<file path="src/include/ffs_pkg.sv">
package ffs_pkg;

    localparam int REG_W = 8;
    localparam int ADDR_W = 8;
    localparam int NUM_PHASES = 4;
    localparam int SHORT_W = 5;

    localparam logic [ADDR_W-1:0] SHORT_FAULT_FLAGS_ADDR = 8'hd8;
    localparam logic [ADDR_W-1:0] OVERCURRENT_LEVEL1_PHASE_FLAGS_ADDR = 8'hd9;
    localparam logic [ADDR_W-1:0] OVERCURRENT_LEVEL2_PHASE_FLAGS_ADDR = 8'hda;

    localparam logic [REG_W-1:0] SHORT_FAULT_FLAGS_RST = 8'h00;
    localparam logic [REG_W-1:0] OVERCURRENT_LEVEL1_PHASE_FLAGS_RST = 8'h00;
    localparam logic [REG_W-1:0] OVERCURRENT_LEVEL2_PHASE_FLAGS_RST = 8'h00;

    // Short register bit positions
    localparam int HIGH_SIDE_SHORT_BIT = 0;
    localparam int LOW_VOLTAGE_BUS_SHORT_BIT = 1;
    localparam int LOW_SIDE_SHORT_BIT = 2;
    localparam int HIGH_VOLTAGE_BUS_SHORT_BIT = 3;
    localparam int FLYBACK_SHORT_BIT = 4;

    typedef enum logic [1:0] {
        SEL_SHORT = 2'b00,
        SEL_OCL1 = 2'b01,
        SEL_OCL2 = 2'b10,
        SEL_NONE = 2'b11
    } ffs_sel_type;

endpackage

</file>
<file path="src/ffs_flag_reg.sv">
`timescale 1ns/1ps
module ffs_flag_reg #(
    parameter int WIDTH = 4,
    parameter logic [7:0] RESET_VAL = 8'h00
) (
    input wire logic clk,
    input wire logic rstn,
    input wire logic [WIDTH-1:0] set_in,
    input wire logic clr_we,
    input wire logic [WIDTH-1:0] clr_mask,
    output logic [WIDTH-1:0] flags_q
);

    initial begin
        if (WIDTH < 1 || WIDTH > 8) begin
            $error("ffs_flag_reg: WIDTH must be 1 to 8");
        end
    end

    logic [WIDTH-1:0] flags_d;

    // Set wins over a clear in the same cycle
    always_comb begin
        flags_d = flags_q;
        if (clr_we) begin
            flags_d = flags_d & ~clr_mask;
        end
        flags_d = flags_d | set_in;
    end

    always_ff @(posedge clk or negedge rstn) begin
        if (!rstn) begin
            flags_q <= RESET_VAL[WIDTH-1:0];
        end else begin
            flags_q <= flags_d;
        end
    end

endmodule

</file>
<file path="src/ffs_fault_flags.sv">
`timescale 1ns/1ps
module ffs_fault_flags #(
    parameter int NUM_PHASES = ffs_pkg::NUM_PHASES
) (
    input wire logic clk,
    input wire logic rstn,
    input wire logic high_side_short_det,
    input wire logic low_voltage_bus_short_det,
    input wire logic low_side_short_det,
    input wire logic high_voltage_bus_short_det,
    input wire logic flyback_short_det,
    input wire logic [NUM_PHASES-1:0] overcurrent_level_one_det,
    input wire logic [NUM_PHASES-1:0] negative_overcurrent_det,
    input wire logic [NUM_PHASES-1:0] overcurrent_level_two_det,
    input wire logic [ffs_pkg::ADDR_W-1:0] reg_addr,
    input wire logic reg_wr,
    input wire logic [ffs_pkg::REG_W-1:0] reg_wdata,
    input wire logic reg_rd,
    output logic [ffs_pkg::REG_W-1:0] reg_rdata_q,
    output logic reg_rvalid_q,
    output logic reg_err_q,
    output logic [2:0] fault_summary_q
);

    initial begin
        if (NUM_PHASES != ffs_pkg::NUM_PHASES) begin
            $error("ffs_fault_flags: NUM_PHASES must be 4, the register holds four phase bits");
        end
    end

    // Address decode shared by reads and writes
    function automatic ffs_pkg::ffs_sel_type decode(input logic [ffs_pkg::ADDR_W-1:0] addr);
        ffs_pkg::ffs_sel_type sel;
        sel = ffs_pkg::SEL_NONE;
        if (addr == ffs_pkg::SHORT_FAULT_FLAGS_ADDR) begin
            sel = ffs_pkg::SEL_SHORT;
        end else if (addr == ffs_pkg::OVERCURRENT_LEVEL1_PHASE_FLAGS_ADDR) begin
            sel = ffs_pkg::SEL_OCL1;
        end else if (addr == ffs_pkg::OVERCURRENT_LEVEL2_PHASE_FLAGS_ADDR) begin
            sel = ffs_pkg::SEL_OCL2;
        end
        return sel;
    endfunction

    ffs_pkg::ffs_sel_type wr_sel;
    ffs_pkg::ffs_sel_type rd_sel;
    ffs_pkg::ffs_sel_type rd_sel_q;

    assign wr_sel = decode(reg_addr);
    assign rd_sel = decode(reg_addr);

    logic [ffs_pkg::SHORT_W-1:0] short_set;
    logic [NUM_PHASES-1:0] ocl1_set;
    logic [NUM_PHASES-1:0] ocl2_set;
    logic [ffs_pkg::SHORT_W-1:0] short_flags;
    logic [NUM_PHASES-1:0] ocl1_flags;
    logic [NUM_PHASES-1:0] ocl2_flags;

    always_comb begin
        short_set = '0;
        short_set[ffs_pkg::HIGH_SIDE_SHORT_BIT] = high_side_short_det;
        short_set[ffs_pkg::LOW_VOLTAGE_BUS_SHORT_BIT] = low_voltage_bus_short_det;
        short_set[ffs_pkg::LOW_SIDE_SHORT_BIT] = low_side_short_det;
        short_set[ffs_pkg::HIGH_VOLTAGE_BUS_SHORT_BIT] = high_voltage_bus_short_det;
        short_set[ffs_pkg::FLYBACK_SHORT_BIT] = flyback_short_det;
    end

    // Level one counts either polarity of overcurrent
    assign ocl1_set = overcurrent_level_one_det | negative_overcurrent_det;
    assign ocl2_set = overcurrent_level_two_det;

    ffs_flag_reg #(
        .WIDTH(ffs_pkg::SHORT_W),
        .RESET_VAL(ffs_pkg::SHORT_FAULT_FLAGS_RST)
    ) u_short (
        .clk(clk),
        .rstn(rstn),
        .set_in(short_set),
        .clr_we(reg_wr && wr_sel == ffs_pkg::SEL_SHORT),
        .clr_mask(reg_wdata[ffs_pkg::SHORT_W-1:0]),
        .flags_q(short_flags)
    );

    ffs_flag_reg #(
        .WIDTH(NUM_PHASES),
        .RESET_VAL(ffs_pkg::OVERCURRENT_LEVEL1_PHASE_FLAGS_RST)
    ) u_ocl1 (
        .clk(clk),
        .rstn(rstn),
        .set_in(ocl1_set),
        .clr_we(reg_wr && wr_sel == ffs_pkg::SEL_OCL1),
        .clr_mask(reg_wdata[NUM_PHASES-1:0]),
        .flags_q(ocl1_flags)
    );

    ffs_flag_reg #(
        .WIDTH(NUM_PHASES),
        .RESET_VAL(ffs_pkg::OVERCURRENT_LEVEL2_PHASE_FLAGS_RST)
    ) u_ocl2 (
        .clk(clk),
        .rstn(rstn),
        .set_in(ocl2_set),
        .clr_we(reg_wr && wr_sel == ffs_pkg::SEL_OCL2),
        .clr_mask(reg_wdata[NUM_PHASES-1:0]),
        .flags_q(ocl2_flags)
    );

    logic [ffs_pkg::REG_W-1:0] rd_mux;

    // Reserved bits zero-extended
    always_comb begin
        rd_mux = '0;
        unique case (rd_sel)
            ffs_pkg::SEL_SHORT: begin
                rd_mux = {{(ffs_pkg::REG_W-ffs_pkg::SHORT_W){1'b0}}, short_flags};
            end
            ffs_pkg::SEL_OCL1: begin
                rd_mux = {{(ffs_pkg::REG_W-NUM_PHASES){1'b0}}, ocl1_flags};
            end
            ffs_pkg::SEL_OCL2: begin
                rd_mux = {{(ffs_pkg::REG_W-NUM_PHASES){1'b0}}, ocl2_flags};
            end
            ffs_pkg::SEL_NONE: begin
                rd_mux = '0;
            end
        endcase
    end

    always_ff @(posedge clk or negedge rstn) begin
        if (!rstn) begin
            reg_rdata_q <= '0;
            reg_rvalid_q <= 1'b0;
            rd_sel_q <= ffs_pkg::SEL_NONE;
        end else begin
            reg_rvalid_q <= reg_rd;
            rd_sel_q <= rd_sel;
            if (reg_rd) begin
                reg_rdata_q <= rd_mux;
            end
        end
    end

    // Unmapped access answered with a one-cycle error pulse
    always_ff @(posedge clk or negedge rstn) begin
        if (!rstn) begin
            reg_err_q <= 1'b0;
        end else begin
            reg_err_q <= (reg_rd || reg_wr) && wr_sel == ffs_pkg::SEL_NONE;
        end
    end

    always_ff @(posedge clk or negedge rstn) begin
        if (!rstn) begin
            fault_summary_q <= '0;
        end else begin
            fault_summary_q <= {|ocl2_flags, |ocl1_flags, |short_flags};
        end
    end
endmodule

</file>
<file path="config.mk">
export PLATFORM = sky130hd
export DESIGN_NAME = ffs_fault_flags
export DESIGN_NICKNAME = d
export VERILOG_FILES = /design/src/include/ffs_pkg.sv /design/src/ffs_flag_reg.sv /design/src/ffs_fault_flags.sv
export SDC_FILE = /design/constraint.sdc
export NUM_CORES = 1
export LEC_CHECK = 0
export BUFFER_PORTS_ARGS = -buffer_cell sky130_fd_sc_hd__buf_2
export CAP_MARGIN = 20
export CORE_ASPECT_RATIO = 0.75
export CORE_UTILIZATION = 40
export CTS_CLUSTER_DIAMETER = 40
export DETAILED_ROUTE_END_ITERATION = 10
export PLACE_DENSITY = 0.7
export REMOVE_ABC_BUFFERS = 1
export SYNTH_ARGS = -nofsm -noshare
export SYNTH_HDL_FRONTEND = slang
export SYNTH_SLANG_ARGS = --single-unit
</file>
<file path="constraint.sdc">
create_clock -name clk -period 1.1 [get_ports clk]
set_input_delay 0.055 -clock clk [delete_from_list [all_inputs] [get_ports clk]]
set_output_delay 0.055 -clock clk [all_outputs]
set_load 0.01 [all_outputs]
</file>
---- Word level (Yosys, flattened, before mapping) ----
Index checks and enable logic that the tools add are counted.
word-level totals
  register bits after elaboration ......... 26
  input port bits ......................... 37
  output and inout bits ................... 13
  word-level logic and storage cells ...... 38
cells by class
  equal/unequal tests ..................... 6
  mux-type cells .......................... 7
  bitwise gates (word level) .............. 9
  reductions and logical operators ........ 9
operators with widths
  operator                                                               number
  8-bit one-hot mux with 4 select lines                                  1
  8-bit equality test, second input constant                             3
  4-bit bitwise OR                                                       3
  4-bit AND                                                              2
  4-bit two-way mux                                                      2
  4-bit OR reduction                                                     2
  5-bit AND                                                              1
  5-bit two-way mux                                                      1
  5-bit inverter                                                         1
  5-bit bitwise OR                                                       1
  5-bit OR reduction                                                     1
  2-bit equality test, second input constant                             2
  1-bit logical AND                                                      4
  2-bit two-way mux                                                      2
  4-bit inverter                                                         1
  2-bit by 1-bit equality test with 1-bit output, second input constant  1
  2-bit zero test                                                        1
  1-bit logical OR                                                       1
  1-bit two-way mux                                                      1

---- Depth between registers and ports, before layout ----
Gate-level depths: netlist of run 1.
  word-level depth ........................ 8
  mapped depth ............................ 4
  depth with buffers taken out ............ 3

---- Cells and area by module ----
A second synthesis of run 1 with hierarchy kept.
unflattened totals
  cell total of the unflattened synthesis .. 93
  area, all modules ....................... 1044.8 um^2
by module, submodules not included
  module                     times used  cells each  area an instance (um^2)  sequential area each (um^2)
  ffs_fault_flags            1           54          573.0                    250.2
  ffs_flag_reg (u_ocl1 ...)  2           12          145.1                    100.1
  ffs_flag_reg (u_short)     1           15          181.4                    125.1

---- Worst setup path before layout of run 1 ----
No wires, ideal clock.
  path kind ............................... register to register
  start ................................... register u_ocl2.flags_q[2]
  end ..................................... register fault_summary_q[2]
  setup time .............................. 138 ps
  arrival ................................. 857 ps
  data required time ...................... 962 ps
  slack ................................... 105 ps
  stages on the path, launching flop included .. 2
  path buffers ............................ 0
  clock period less this slack ............ 995 ps
  path through ............................ dfrtp_1 > or4_1
on the way
  word-level cells in the longest chain between the ends .. 1
ends and longest elaborated chain
  item                    line                    text
  from (decl)             ffs_flag_reg.sv:11      output logic [WIDTH-1:0] flags_q
  from (signal assigned)  ffs_flag_reg.sv:33      flags_q <= RESET_VAL[WIDTH-1:0];
  from (signal assigned)  ffs_flag_reg.sv:35      flags_q <= flags_d;
  4-bit OR reduction      ffs_fault_flags.sv:156  fault_summary_q <= {|ocl2_flags, |ocl1_flags, |short_flags};
  to (signal assigned)    ffs_fault_flags.sv:156
  to (decl)               ffs_fault_flags.sv:22   output logic [2:0] fault_summary_q
Every way passes these cells.
A chain may end at the register's enable or synchronous reset.

---- Worst setup path after layout of run 1 ----
  start ................................... register u_ocl1.flags_q[1]
  end ..................................... register fault_summary_q[1]
on the way
  word-level cells in the longest chain between the ends .. 1
ends and longest elaborated chain
  item                    line
  from (decl)             ffs_flag_reg.sv:11
  from (signal assigned)  ffs_flag_reg.sv:33
  from (signal assigned)  ffs_flag_reg.sv:35
  4-bit OR reduction      ffs_fault_flags.sv:156
Every way passes these cells.

==> flow_metrics.tcl, run 1 <==
set metrics [dict create \
    status "complete, no violations" \
    power.leakage_uw 0.000625 \
    setup-tns-final_ns 0 \
    num_vias 951 \
    h-tree-depth 1 \
    drcViolationCount 0 \
    rsz0062_at_grt "false" \
    hold_viol_final 0 \
    drt_iter0_markers 33 \
    grt_overflow 0 \
    endpoint_kind "flop" \
    routed_wl_um 2420 \
    area_growth_pct 35.3 \
    crit_buf_inv 0 \
    cts_root_buffer "clkbuf_4" \
    grt_max_degree 24 \
    routabilityCongestion 0.761 \
    synth.ff_latch_count 23 \
    postRouteAntennaNets 0 \
    total_power_uw 1420 \
    core_mm2 0.00242 \
    start_util 0.444 \
    rows 15 \
    diodes 0 \
    stdcell_area_mm2 0.00145 \
    min_period_over_period 0.954 \
    synth_top_area_cell "dfrtp_1" \
    most-common-layout-cells "43 x buf_2, 23 x dfrtp_1, 21 x nor2_1, 13 x a21oi_1" \
    fmax_ghz 0.953 \
    numClockSinks 23 \
    die_w_um 61.9 \
    placed_area_mm2 0.00133 \
    yosysWarnings 0 \
    ys_seq_area_frac 0.536 \
    final_common_cell "buf_2" \
    dieArea_mm2 0.00290 \
    finClkSkew_ns 0.00596 \
    cp.required_ns 1.29 \
    cp_slowest_cell "or4_1" \
    layout.nets 198 \
    avgViaCountPerCell 4.90 \
    ir_drop_uv 629 \
    io_buffers 43 \
    setup_viol 0 \
    synth.top_cell.area_share 0.536 \
    grt_pass1_vias 804 \
    wl_per_cell_um 12.5 \
    num_io_pins 50 \
    path_class "reg2reg" \
    cts_tree "yes" \
    crit_path_max_incr_delay_ns 0.51 \
    post_cts_buffers 0 \
    synthesis.area_mm2 0.00107 \
    yosysUniqueCellTypes 23 \
    syn_avg_cell_area_um2 10.3 \
    place_hpwl_um 1870 \
    drive_gt1_frac 0.350 \
    antenna_found_initial 0 \
    syn_inst 104 \
    grt_pass1_wl_um 3550 \
    cpLargestDelayFamily "simple AND/OR/NAND/NOR gates" \
    crit_chain "or4_1" \
    insertion_delay_ns 0.31 \
    min_path_type "in2reg" \
    arrival_ns 1.24 \
    p_per_area_mw_per_mm2 980 \
    clockBufferDepth 2 \
    synth_top_cells_by_area "dfrtp_1 54%, nor2_1 7.3%, a21oi_1 6.1%" \
    track_usage 0.177 \
    cap_violations 0 \
    fin_crit_ns 1.05 \
    slew_viol_final 0 \
    crit_fanout 3 \
    die_h_um 46.9 \
    clk_pin_slew_ns 0.12 \
    worstSetupStartpointType "flop" \
    drtPass1Iterations 4 \
    cts_buffers 3 \
]
==> repair_timing <==
action | in CTS | in global routing
endpoints found under the hold margin | 29 | 1
hold buffers | 7 | 2
gates resized for setup | 0 | 1
setup endpoints to repair | 0 | 1
==> state kept, by name, summed over array words and instances, names as in the netlist <==
register and flops:
reg_rdata_q 5, reg_rvalid_q 1, u_short.flags_q 5, fault_summary_q 3
u_ocl2.flags_q 4, reg_err_q 1, u_ocl1.flags_q 4
==> cell type report <==
type	instances	area, µm²
clock inverter	1	5.00
fill	220	967
sequential	23	576
tap	34	42.5
inverter	2	7.51
timing repair buffer	55	328
clock buffer	3	22.5
multi-input combinational	76	473
==> worst paths after layout <==
path	startpoint	to	slack, ns	depth (start not counted)
worst min-delay path	overcurrent_level_two_det[1]	u_ocl2.flags_q[1]$_DFF_PN0_	0.009	3
worst max-delay path	u_ocl1.flags_q[1]$_DFF_PN0_	fault_summary_q[1]$_DFF_PN0_	0.05	1
worst max register to register	u_ocl1.flags_q[1]$_DFF_PN0_	fault_summary_q[1]$_DFF_PN0_	0.05	1
worst min register to register	reg_rdata_q[3]$_DFFE_PN0P_	reg_rdata_q[3]$_DFFE_PN0P_	0.50	1
max in group asynchronous	rstn	fault_summary_q[1]$_DFF_PN0_	0.54	2
min in group asynchronous	rstn	reg_err_q$_DFF_PN0_	0.23	2
==> routing by layer <==
metal | share of wire | up-vias | wire length, µm | global-route usage
li1 | - | 479 | - | -
met1 | 0.44 | 429 | 1070 | 0.241
met2 | 0.46 | 43 | 1120 | 0.292
met3 | 0.093 | 0 | 225 | 0.0496
met4 | 0 | 0 | 0 | 0.0267
met5 | 0 | - | 0 | 0
==> cells by family (layout without fill, tap and decap cells) <==
| family | Yosys count | count (layout) | share of synthesized area |
|---|---|---|---|
| AOI/OAI and AO/OA | 23 | 23 | 0.141 |
| DFF | 23 | 23 | 0.536 |
| and+or+nand+nor | 46 | 46 | 0.246 |
| buffers and inverters | 7 | 61 | 0.0372 |
| muxes | 4 | 4 | 0.0373 |
| other | 1 | 3 | 0.00349 |
==> through the flow <==
stage / setup slack, ns / std cells / util / hold WS [ns]
2_1_floorplan: 0.105 / 101 / - / -0.241
3_3_place_gp: 0.0530 / 181 / 0.549 / 0.0453
3_5_place_dp: 0.0127 / 181 / 0.549 / 0.0505
4_1_cts: 0.0496 / 192 / 0.590 / 0.00118
5_1_grt: 0.0156 / 194 / 0.601 / 0.000546
6_report: 0.0508 / 194 / 0.601 / 0.00905
==> synth_stat cells, drive strengths merged <==
cell type and n:
a211oi 1, a21oi 13, a2bb2oi 4, a31o 1, and2b 1, buf 4, clkbuf 1, conb 1
dfrtp 23, inv 2, mux2i 4, nand2 7, nand4bb 1, nor2 21, nor2b 1, nor3 9
nor3b 1, nor4 2, o2bb2ai 4, or3 1, or4 2
==> power by group <==
group	switching (µW)	leakage, µW	internal [µW]
sequential	1.93	0.000232	851
clock	239	0.0000177	136
combinational	101	0.000375	95.8
total	342	0.000625	1080
No activity file was read; power rests on OpenSTA's default activity.
==> run 2: changes to the inputs <==
Settings changed: CTS_BUF_LIST set to sky130_fd_sc_hd__clkbuf_8.
==> flow_metrics.tcl, run 2 (synthesis gave the netlist of run 1 again) <==
set metrics [dict create \
    status "complete, no violations" \
    min_path_type "in2reg" \
    clockPowerShare 0.329 \
    p_comb_frac 0.114 \
    ir_drop_uv 740 \
    wl_per_cell_um 12.4 \
    drt_iter0_markers 36 \
    crit_path_max_incr_delay_ns 0.51 \
    path_class "reg2reg" \
    hold_viol_final 0 \
    finClkSkew_ns 0.00342 \
    grt_pass1_vias 783 \
    routed_wl_um 2330 \
    power_switching_uw 348 \
    fin_ws_ns 0.0583 \
    reg.largest.list "reg_rdata_q (5), u_short.flags_q (5)" \
    cts_tree "yes" \
    num_io_pins 50 \
    numClockSinks 23 \
    insertion_delay_ns 0.26 \
    clk_pin_slew_ns 0.08 \
    io_buffers 43 \
    track_usage 0.178 \
    cts-resized-gates 0 \
    drcViolationCount 0 \
    area_growth_pct 29.9 \
    grt_pass1_wl_um 3510 \
    dp_slack_ns 0.0127 \
    nFillCells 226 \
    drive_gt1_frac 0.359 \
    cpLargestDelayFamily "simple AND/OR/NAND/NOR gates" \
    cts_root_buffer "clkbuf_8" \
    grt_overflow 0 \
    cap_violations 0 \
    post_cts_buffers 0 \
    cts_buffers 3 \
    rsz0062_at_grt "false" \
    clockBufferDepth 2 \
    crit_fanout 3 \
    final_common_cell "buf_2" \
    die_h_um 46.9 \
    antenna_found_initial 0 \
    worstSetupStartpointType "flop" \
    layout.nets 191 \
    setup_viol 0 \
    setup-tns-final_ns 0 \
    dieArea_mm2 0.00290 \
    crit_buf_inv 0 \
    min_period_over_period 0.947 \
    swShare 0.228 \
    post-route-util 0.577 \
    p_int_uw 1180 \
    arrival_ns 1.17 \
    most-common-layout-cells "43 x buf_2, 23 x dfrtp_1, 21 x nor2_1, 13 x a21oi_1, 9 x nor3_1" \
    num_vias 932 \
    start_util 0.444 \
    crit_chain "or4_1" \
    fin_crit_ns 1.04 \
    cp.required_ns 1.23 \
    p_per_area_mw_per_mm2 1100 \
    core_mm2 0.00242 \
    grt_max_degree 24 \
    die_w_um 61.9 \
    p_seq_frac 0.557 \
    power.leakage_uw 0.000602 \
    rows 15 \
    slew_viol_final 0 \
    drtPass1Iterations 4 \
    h-tree-depth 1 \
    cp_slowest_cell "or4_1" \
    hold_slack_ns 0.0505 \
    endpoint_kind "flop" \
    fmax_ghz 0.960 \
    postRouteAntennaNets 0 \
    routabilityCongestion 0.761 \
    place_hpwl_um 1870 \
    diodes 0 \
    avgViaCountPerCell 4.98 \
]
[run 2: tightest hold or removal path, stage by stage]
cell and delay, ns:
buf_2 0.10, nor2_1 0.07, a21oi_1 0.04
[run 2: worst paths after layout]
path                                           endpoint  cells past startpoint  slack (ns)                   startpoint
min                        u_short.flags_q[4]$_DFF_PN0_                      3        0.05            flyback_short_det
min reg2reg                  reg_rdata_q[3]$_DFFE_PN0P_                      1        0.49   reg_rdata_q[3]$_DFFE_PN0P_
min in group asynchronous           reg_err_q$_DFF_PN0_                      2        0.28                         rstn
max in group asynchronous  fault_summary_q[1]$_DFF_PN0_                      2        0.49                         rstn
max                        fault_summary_q[1]$_DFF_PN0_                      1        0.06  u_ocl1.flags_q[1]$_DFF_PN0_
max reg2reg                fault_summary_q[1]$_DFF_PN0_                      1        0.06  u_ocl1.flags_q[1]$_DFF_PN0_
[run 2: power by group through the flow]
stage | registers (µW) | logic, µW | clock network, µW
finish | 852 | 174 | 503
global route | 853 | 193 | 555
detailed placement | 869 | 170 | 0
CTS | 852 | 177 | 516
global placement | 869 | 167 | 0
floorplan | 872 | 52.9 | 0
[run 2: final cells by class]
class	instances	area, µm²	area share
well taps	34	42.5	0.0305
inverters	2	7.51	0.00538
clock buffers	3	41.3	0.0296
repair buffers	48	258	0.185
multi-input cells	76	467	0.334
flip-flops and latches	23	576	0.412
clock inverters	1	5.00	0.00358
[run 2: metrics by stage]
stage	instance area (µm²)	std cells	power, µW
6_report	1400	187	1530
5_1_grt	1400	187	1600
4_1_cts	1400	187	1550
3_5_place_dp	1330	181	1040
3_3_place_gp	1330	181	1040
2_1_floorplan	1050	101	925
[run 2: metal layers]
layer	vias to the layer above	global-route usage	share of wire
li1	463	-	-
met1	426	0.246	0.44
met2	41	0.275	0.44
met3	2	0.0579	0.11
met4	0	0.0400	0.0047
met5	-	0	0
[run 2: timing repair]
item,CTS,global route
setup endpoints to repair,0,0
hold buffers,2,0
endpoints found under the hold margin,24,0
